File: src/sfsp_defs.vh
// Constants for the serial-flash status and protection front end.
// Assumes inclusion by bare name from the one design file.
`ifndef SFSP_DEFS_VH
`define SFSP_DEFS_VH
`define SFSP_OP_WREN 8'h06
`define SFSP_OP_WRDI 8'h04
`define SFSP_OP_RDSR 8'h05
`define SFSP_OP_STATUS_WRITE_COMMAND 8'h01
`define SFSP_OP_READ 8'h03
`define SFSP_OP_FAST 8'h0b
`define SFSP_OP_DUAL 8'h3b
`define SFSP_OP_PP 8'h02
`define SFSP_OP_FPP 8'hf2
`define SFSP_OP_SE 8'h20
`define SFSP_OP_BE32 8'h52
`define SFSP_OP_BE64 8'hd8
`define SFSP_OP_CE1 8'h60
`define SFSP_OP_CE2 8'hc7
`define SFSP_OP_DPD 8'hb9
`define SFSP_OP_RDP 8'hab
`define SFSP_BIT_LOCK 7
`define SFSP_BIT_RHI 4
`define SFSP_BIT_RLO 2
`define SFSP_BIT_WEL 1
`define SFSP_BIT_BUSY 0
`define SFSP_SECT_MASK 24'hfff000
`define SFSP_HALF_MASK 24'hff8000
`define SFSP_BLK_MASK 24'hff0000
`define SFSP_TOP_ADDR 24'h0fffff
`define SFSP_P1 24'h0fdfff
`define SFSP_P2 24'h0fbfff
`define SFSP_P3 24'h0f7fff
`define SFSP_P4 24'h0effff
`define SFSP_P5 24'h0dffff
`define SFSP_P6 24'h0bffff
`define SFSP_WR_US 700
`endif

File: src/sfsp_status_protect.v
// Serial-flash front end: select gating, status register, protection.
// Assumes the pins are asynchronous to clk and the array sits outside.
`timescale 1ns/1ps
`default_nettype none
`include "sfsp_defs.vh"
module sfsp_status_protect #(
  parameter CLK_MHZ = 40,
  parameter WR_CYC = `SFSP_WR_US * CLK_MHZ
) (
  input wire clk,
  input wire rstn,
  input wire por_ok,
  input wire sclk,
  input wire cs_n,
  input wire wp_n,
  input wire dual_lane_0_i,
  output reg dual_lane_0_o,
  output reg dual_lane_0_oe,
  input wire dual_lane_1_i,
  output reg dual_lane_1_o,
  output reg dual_lane_1_oe,
  output reg standby,
  output reg deep_pd,
  output reg [7:0] status_q,
  output reg wr_req,
  output reg [7:0] wr_op,
  output reg [23:0] wr_addr,
  output reg rd_req,
  output reg [23:0] rd_addr
);
  // States of the command engine
  localparam S_CMD = 3'd0;
  localparam S_ADDR = 3'd1;
  localparam S_DATA = 3'd2;
  localparam S_OUT = 3'd3;
  localparam S_SKIP = 3'd4;
  // Synchronisers for pins
  // Every pin but clk, rstn and the unused dual_lane_1_i is sampled twice on clk before any logic looks at it
  reg [1:0] sck_s, cs_s, wp_s, d0_s, por_s;
  // Previous synchronised levels, for edge detection
  reg sck_p, cs_p;
  wire sck = sck_s[1];
  wire csn = cs_s[1];
  // A link-clock edge shows about three clk cycles after the pin moves,
  // so each half period of the serial clock must span three clk or more
  wire rise = sck & ~sck_p;
  wire fall = ~sck & sck_p;
  // Engine registers
  reg armed_q; // Seen select high since reset or the last supply drop
  reg [2:0] st_q;
  reg [7:0] sh_q; // Input shift register
  reg [2:0] bc_q; // Bit count within byte
  reg [4:0] ac_q; // Address bit count
  reg [7:0] op_q;
  reg [23:0] ad_q;
  reg [7:0] ob_q; // Output shift byte
  reg dual_q;
  reg wel_q, busy_q, lock_q;
  reg [2:0] rng_q;
  reg [7:0] wsr_q; // Pending status value
  reg wsr_go_q; // Status write waiting to commit at end of busy
  // Lock, range, latch and busy together form the visible status byte
  reg [31:0] wc_q; // Write cycle counter
  reg full_q; // Input ended on byte boundary
  // Top protected address for a range code
  // Code zero is never looked up: in_prot tests the code first
  function [24:0] prot_top;
    input [2:0] r;
    begin
      case (r)
        3'd0: prot_top = 25'h1000000;
        3'd1: prot_top = {1'b0, `SFSP_P1};
        3'd2: prot_top = {1'b0, `SFSP_P2};
        3'd3: prot_top = {1'b0, `SFSP_P3};
        3'd4: prot_top = {1'b0, `SFSP_P4};
        3'd5: prot_top = {1'b0, `SFSP_P5};
        3'd6: prot_top = {1'b0, `SFSP_P6};
        default: prot_top = {1'b0, `SFSP_TOP_ADDR};
      endcase
    end
  endfunction
  // Whether the write op is one of the protected class
  function is_wr;
    input [7:0] o;
    begin
      is_wr = (o == `SFSP_OP_PP) || (o == `SFSP_OP_FPP) ||
        (o == `SFSP_OP_SE) || (o == `SFSP_OP_BE32) ||
        (o == `SFSP_OP_BE64) || (o == `SFSP_OP_CE1) ||
        (o == `SFSP_OP_CE2) || (o == `SFSP_OP_STATUS_WRITE_COMMAND);
    end
  endfunction
  // Erase/program start aligned to its unit
  wire [23:0] unit_a = (op_q == `SFSP_OP_SE) ? (ad_q & `SFSP_SECT_MASK) :
    (op_q == `SFSP_OP_BE32) ? (ad_q & `SFSP_HALF_MASK) :
    (op_q == `SFSP_OP_BE64) ? (ad_q & `SFSP_BLK_MASK) : ad_q;
  wire ce_op = (op_q == `SFSP_OP_CE1) || (op_q == `SFSP_OP_CE2);
  // Hardware protection: lock set and the protect pin held low
  wire hw_prot = lock_q & ~wp_s[1];
  // Code zero protects nothing; any other code also blocks chip erase
  wire in_prot = (rng_q != 3'd0) &&
    (({1'b0, unit_a} <= prot_top(rng_q)) || ce_op);
  wire [7:0] sr_now = {lock_q, 2'b00, rng_q, wel_q, busy_q};
  // Engine listens only when armed, selected and the supply is good
  wire act = armed_q & ~csn & por_s[1];
  // Pin synchronisers
  always @(posedge clk or negedge rstn) begin
    if (!rstn) begin
      sck_s <= 2'b00;
      // Select reads low until the pin is really seen high, so a select
      cs_s <= 2'b00;
      wp_s <= 2'b11;
      d0_s <= 2'b00;
      por_s <= 2'b00;
      sck_p <= 1'b0;
      cs_p <= 1'b0; // held low from power-up never arms the engine
    end else begin
      sck_s <= {sck_s[0], sclk};
      cs_s <= {cs_s[0], cs_n};
      wp_s <= {wp_s[0], wp_n};
      d0_s <= {d0_s[0], dual_lane_0_i};
      por_s <= {por_s[0], por_ok};
      sck_p <= sck_s[1];
      cs_p <= cs_s[1];
    end
  end
  // Command engine and status register
  always @(posedge clk or negedge rstn) begin
    if (!rstn) begin
      armed_q <= 1'b0;
      st_q <= S_CMD;
      sh_q <= 8'h00;
      bc_q <= 3'd0;
      ac_q <= 5'd0;
      op_q <= 8'h00;
      ad_q <= 24'h000000;
      ob_q <= 8'h00;
      dual_q <= 1'b0;
      wel_q <= 1'b0;
      busy_q <= 1'b0;
      lock_q <= 1'b0;
      rng_q <= 3'd0;
      wsr_q <= 8'h00;
      wsr_go_q <= 1'b0;
      wc_q <= 32'd0;
      full_q <= 1'b0;
      deep_pd <= 1'b0;
      wr_req <= 1'b0;
      wr_op <= 8'h00;
      wr_addr <= 24'h000000;
      rd_req <= 1'b0;
      rd_addr <= 24'h000000;
      dual_lane_0_o <= 1'b0;
      dual_lane_0_oe <= 1'b0;
      dual_lane_1_o <= 1'b0;
      dual_lane_1_oe <= 1'b0;
      standby <= 1'b1;
      status_q <= 8'h00;
    end else if (!por_s[1]) begin
      // Below threshold: hold engine idle, state held at reset while low
      armed_q <= 1'b0;
      st_q <= S_CMD;
      // Drop any half-shifted byte so the next frame starts aligned
      bc_q <= 3'd0;
      ac_q <= 5'd0;
      full_q <= 1'b0;
      wsr_go_q <= 1'b0;
      wel_q <= 1'b0;
      busy_q <= 1'b0;
      deep_pd <= 1'b0;
      dual_lane_0_oe <= 1'b0;
      dual_lane_1_oe <= 1'b0;
      wr_req <= 1'b0;
      rd_req <= 1'b0;
      status_q <= {lock_q, 2'b00, rng_q, 2'b00};
    end else begin
      wr_req <= 1'b0;
      rd_req <= 1'b0;
      status_q <= sr_now;
      // Standby only while deselected with no write cycle running
      standby <= csn & ~busy_q;
      if (csn) begin
        armed_q <= 1'b1;
      end
      // Internal write cycle timing
      // Counter runs WR_CYC cycles; busy and latch drop together at the end
      if (busy_q) begin
        if (wc_q == 32'd0) begin
          busy_q <= 1'b0;
          wel_q <= 1'b0;
          wsr_go_q <= 1'b0;
          // Commit a pending status write unless protection came on meanwhile
          if (wsr_go_q && !hw_prot) begin
            lock_q <= wsr_q[`SFSP_BIT_LOCK];
            rng_q <= wsr_q[`SFSP_BIT_RHI:`SFSP_BIT_RLO];
          end
        end else begin
          wc_q <= wc_q - 32'd1;
        end
      end
      if (csn && !cs_p) begin
        // Frame end: act on complete write-class and power-mode frames
        dual_lane_0_oe <= 1'b0;
        dual_lane_1_oe <= 1'b0;
        st_q <= S_CMD;
        // Only whole-byte frames count, and nothing starts while busy
        if (full_q && bc_q == 3'd0 && !busy_q) begin
          // In deep power-down only the release command is heard
          if (deep_pd) begin
            if (op_q == `SFSP_OP_RDP) deep_pd <= 1'b0;
          end else if (op_q == `SFSP_OP_WREN) begin
            wel_q <= 1'b1;
          end else if (op_q == `SFSP_OP_WRDI) begin
            wel_q <= 1'b0;
          end else if (op_q == `SFSP_OP_DPD) begin
            deep_pd <= 1'b1;
          end else if (is_wr(op_q) && wel_q) begin
            if (op_q == `SFSP_OP_STATUS_WRITE_COMMAND) begin
              if (!hw_prot) begin
                busy_q <= 1'b1;
                wc_q <= WR_CYC - 1;
                wsr_go_q <= 1'b1;
              end
            end else if (!in_prot) begin
              busy_q <= 1'b1;
              wc_q <= WR_CYC - 1;
              wr_req <= 1'b1;
              wr_op <= op_q;
              wr_addr <= unit_a;
            end
          end
        end
        full_q <= 1'b0;
        bc_q <= 3'd0;
        ac_q <= 5'd0;
      end else if (act && rise && st_q != S_OUT) begin
        // Input bit on rising edge
        sh_q <= {sh_q[6:0], d0_s[1]};
        bc_q <= bc_q + 3'd1;
        if (bc_q == 3'd7) begin
          full_q <= 1'b1;
          case (st_q)
            // First byte: the command code
            S_CMD: begin
              op_q <= {sh_q[6:0], d0_s[1]};
              dual_q <= ({sh_q[6:0], d0_s[1]} == `SFSP_OP_DUAL);
              if ({sh_q[6:0], d0_s[1]} == `SFSP_OP_RDSR && !deep_pd) begin
                st_q <= S_OUT;
                ob_q <= sr_now;
              end else if (deep_pd) begin
                st_q <= S_SKIP;
              end else if ({sh_q[6:0], d0_s[1]} == `SFSP_OP_STATUS_WRITE_COMMAND) begin
                st_q <= S_DATA;
              end else begin
                st_q <= S_ADDR;
              end
            end
            // Three address bytes, most significant first
            S_ADDR: begin
              ad_q <= {ad_q[15:0], sh_q[6:0], d0_s[1]};
              ac_q <= ac_q + 5'd8;
              if (ac_q == 5'd16) begin
                rd_req <= (op_q == `SFSP_OP_READ) ||
                  (op_q == `SFSP_OP_FAST) || (op_q == `SFSP_OP_DUAL);
                rd_addr <= {ad_q[15:0], sh_q[6:0], d0_s[1]};
                st_q <= S_DATA;
              end
            end
            S_DATA: begin
              // A status value sent while busy must not disturb the pending one
              if (op_q == `SFSP_OP_STATUS_WRITE_COMMAND && !busy_q) begin
                wsr_q <= {sh_q[6:0], d0_s[1]};
              end
              // Dual read: the byte after the address is the dummy byte
              if (op_q == `SFSP_OP_DUAL) begin
                st_q <= S_OUT;
                ob_q <= 8'h00;
              end
            end
            default: st_q <= S_SKIP;
          endcase
        end else begin
          full_q <= 1'b0;
        end
      end else if (act && fall && st_q == S_OUT) begin
        // Output on falling edge; single-lane status output repeats continuously
        if (dual_q) begin
          dual_lane_1_o <= ob_q[7];
          dual_lane_0_o <= ob_q[6];
          dual_lane_1_oe <= 1'b1;
          dual_lane_0_oe <= 1'b1;
          ob_q <= {ob_q[5:0], 2'b00};
        end else begin
          // Single lane: reload the status after each byte
          dual_lane_1_o <= ob_q[7];
          dual_lane_1_oe <= 1'b1;
          ob_q <= (bc_q == 3'd7) ? sr_now : {ob_q[6:0], 1'b0};
          bc_q <= bc_q + 3'd1;
        end
      end
    end
  end
endmodule
`default_nettype wire

File: config.mk
export PLATFORM = sky130hd
export DESIGN_NAME = sfsp_status_protect
export DESIGN_NICKNAME = d
export VERILOG_FILES = /design/src/sfsp_status_protect.v
export VERILOG_INCLUDE_DIRS = /design/src
export SDC_FILE = /design/constraint.sdc
export NUM_CORES = 1
export LEC_CHECK = 0
export BUFFER_PORTS_ARGS = -buffer_cell sky130_fd_sc_hd__clkbuf_2
export CORE_MARGIN = 4
export CORE_UTILIZATION = 30
export CTS_BUF_LIST = sky130_fd_sc_hd__clkbuf_4 sky130_fd_sc_hd__clkbuf_8 sky130_fd_sc_hd__clkbuf_16
export CTS_CLUSTER_DIAMETER = 100
export CTS_CLUSTER_SIZE = 12
export DETAILED_ROUTE_END_ITERATION = 12
export PLACE_DENSITY_LB_ADDON = 0.05
export SLEW_MARGIN = 30
export SYNTH_ARGS = -nofsm -noshare
export SYNTH_HDL_FRONTEND = slang
export SYNTH_SLANG_ARGS = --single-unit
File: constraint.sdc
create_clock -name clk -period 5.4 [get_ports clk]
set_input_delay 0.54 -clock clk [delete_from_list [all_inputs] [get_ports clk]]
set_output_delay 0.54 -clock clk [all_outputs]
set_load 0.05 [all_outputs]
==> flow_metrics.env <==
export IMPL_dp_hpwl_microns=14900
export IMPL_crit_type="reg -> reg"
export IMPL_hold_viol=0
export IMPL_rows=61
export IMPL_crit_path_end_kind="register"
export IMPL_core_region_area_sq_mm=0.0279
export IMPL_grt_use_met3_pct=2.54
export IMPL_worstSetupStartpointType="register"
export IMPL_io_pins=80
export IMPL_relSlewSlack_pct=39.7
export IMPL_gp_congestion=0.748
export IMPL_busiest_layer="met2"
export IMPL_synth_edff_count=0
export IMPL_via_count=5991
export IMPL_drv_slew=0
export IMPL_grt_antenna_before_repair=0
export IMPL_mostFrequentLayoutCell="dfrtp_1"
export IMPL_setup_viol=0
export IMPL_period_share_pct=77.9
export IMPL_ir_drop_v=0.000179
export IMPL_startpoint="op_q[2]"
export IMPL_drtIter0Drc=289
export IMPL_grt_max_degree=70
export IMPL_drt_antenna_violating_nets=0
export IMPL_finalWorstSetupSlack_ns=1.20
export IMPL_grt_pass1_vias=6334
export IMPL_cp_arrival_ns=4.52
export IMPL_io_buffers=76
export IMPL_reg2regPathDepth=13
export IMPL_r2r_slack_ns=1.20
export IMPL_r2r_start="op_q[2]"
export IMPL_drt_wl_total_microns=21100
export IMPL_cts_max_path_buffers=2
export IMPL_route_detailed_drc=0
export IMPL_synth_warnings=0
export IMPL_postCtsHoldBufs=0
export IMPL_r2r_end="wr_addr[1]"
export IMPL_critPathMaxFanout=32
export IMPL_cts_tree="done"
export IMPL_yosysUniqueCellTypes=63
export IMPL_clock_skew_ns=0.0131
export IMPL_timing_fmax_mhz=238
export IMPL_cts_root_buf="clkbuf_16"
export IMPL_start_util_pct=30.6
export IMPL_drt_vias_per_instance=4.86
export IMPL_synthArstFlopShare_pct=100
export IMPL_pre_cts_slack_ns=1.14
export IMPL_drive_gt1_share_pct=24.8
export IMPL_p_per_area_mw_per_mm2=275
export IMPL_required_ns=5.71
export IMPL_fin_crit_ns=4.20
export IMPL_clock_sinks=183
export IMPL_clkTransAtPathRegs_ns=0.07
export IMPL_worstSetupEndpoint="wr_addr[1]"
export IMPL_grtUsageTotal_pct=14.1
export IMPL_clk_latency_ns=0.42
export IMPL_place_area_sq_mm=0.00932
export IMPL_layout_nets=876
export IMPL_synth_seq_cells=183
export IMPL_status="finished clean"
export IMPL_n_antenna_cell=0
export IMPL_synth_cells=779
export IMPL_die_width_microns=177
export IMPL_p_leak_uw=0.00502
export IMPL_grt_overflow=0
export IMPL_use_met1_pct=19.8
export IMPL_cts_buffers=17
export IMPL_synth_yosys_seq_area_share_pct=53.6
export IMPL_grt_use_met2_pct=22.5
export IMPL_routedWlPerCell_microns=17.1
export IMPL_syn_area_sq_mm=0.00856
export IMPL_drtPass1Iterations=4
export IMPL_whs_ns=0.0888
export IMPL_h_tree_depth=4
export IMPL_postCtsSetupBuffers=0
export IMPL_synth_ff_type="dfrtp_1"
export IMPL_mostFrequentLayoutCells="dfrtp_1 (180), nand2_1 (119), mux2_2 (82), clkbuf_2 (75), nor2_1 (51)"
export IMPL_tns_ns=0
export IMPL_syn_to_final_growth_pct=15.9
export IMPL_min_path_type="in -> async"
export IMPL_grt_pass1_wl_microns=34900
export IMPL_die_area_sq_mm=0.0313
export IMPL_post_cts_resize_count=0
export IMPL_maxCapViolations=0
export IMPL_fin_area_sq_mm=0.00992
export IMPL_avgSynthCellArea_sq_um=11.0
export IMPL_tightest_slew_ns=0.901
export IMPL_die_y_microns=177
export IMPL_rsz0062_at_grt="false"
==> registers in the layout (all words and copies together), names as in the netlist, 2 cells and up <==
register / count
st_q: 3
cs_s: 2
ac_q: 2
sck_s: 2
rng_q: 3
wsr_q: 4
d0_s: 2
wr_op: 8
wc_q: 32
sh_q: 7
wr_addr: 24
rd_addr: 24
status_q: 6
por_s: 2
op_q: 8
wp_s: 2
ob_q: 8
ad_q: 24
bc_q: 3
==> kinds of logic after synthesis <==
family          after synthesis  synth area share [%]
mux                          93                  12.1
xor+xnor                     32                  3.28
buf+inv                      63                  3.04
flops                       183                  53.6
simple gates                312                  18.6
fa+ha+maj                    26                  3.80
other cells                   1                0.0438
compound gates               69                  5.62
==> final cells by class <==
| cell class | count | area (sq um) |
|---|---|---|
| repair buffers | 84 | 453 |
| multi-input cells | 534 | 3730 |
| clock inverters | 12 | 140 |
| clock buffers | 19 | 453 |
| inverters | 22 | 82.6 |
| fillers | 2838 | 18000 |
| well taps | 378 | 473 |
| flip-flops and latches | 183 | 4580 |
==> how the worst min path moves through the flow <==
stage                 start     endpoint  slack (ns)  depth (start not counted)
floorplan              rstn      ac_q[3]        0.24                          0
global route           rstn  rd_addr[17]        0.11                          1
finish                 rstn  rd_addr[17]        0.09                          1
CTS                    rstn  rd_addr[17]        0.09                          1
global placement    d0_s[0]      d0_s[1]        0.34                          0
detailed placement  d0_s[0]      d0_s[1]        0.34                          0
==> Yosys cell counts (9+ instances only) <==
| cell | count | area (sq um) |
|---|---|---|
| nor3_1 | 28 | 140 |
| dfrtp_1 | 180 | 4500 |
| nor2_1 | 51 | 191 |
| inv_1 | 21 | 78.8 |
| a21oi_1 | 17 | 85.1 |
| o21ai_0 | 12 | 60.1 |
| nand3_1 | 9 | 45.0 |
| mux2_2 | 82 | 923 |
| or4_1 | 11 | 82.6 |
| nand2_1 | 119 | 447 |
| clkbuf_1 | 31 | 116 |
| or3_1 | 11 | 68.8 |
| and2_1 | 16 | 100 |
| xnor2_1 | 29 | 254 |
| mux2i_1 | 11 | 110 |
| ha_1 | 26 | 325 |
| nor4_1 | 16 | 100 |
| nand4_1 | 11 | 68.8 |
==> worst max-delay path, stage by stage (launching register included) <==
cell and delay (ns):
dfrtp_1 0.52, nand2b_1 0.27, nor4_1 0.50, nor3_1 0.12, buf_4 0.21, and2_1 0.19
ha_1 0.31, nand4_1 0.17, or3_1 0.43, nor3_1 0.27, o22ai_1 0.14, o211ai_1 0.12
buf_4 0.44, mux2_2 0.39
==> layer usage <==
layer / part of all wire [%] / wire [microns]
met5: 0 / 0
met4: 1.3 / 278
met3: 3.3 / 695
met2: 47 / 9820
met1: 49 / 10300
==> metrics by stage <==
stage | utilization [%] | power [uW] | instances
after floorplan | - | 1450 | 780
after global placement | 33.3 | 1490 | 1201
after detailed placement | 33.4 | 1490 | 1201
after CTS | 35.5 | 2780 | 1232
after global routing | 35.5 | 2840 | 1232
final | 35.5 | 2730 | 1232
==> power by group <==
part | internal [uW] | switching [uW]
sequential | 1380 | 17.0
clock | 713 | 552
combinational | 15.6 | 47.1
total | 2110 | 616
(Power assumes the default switching activity.)
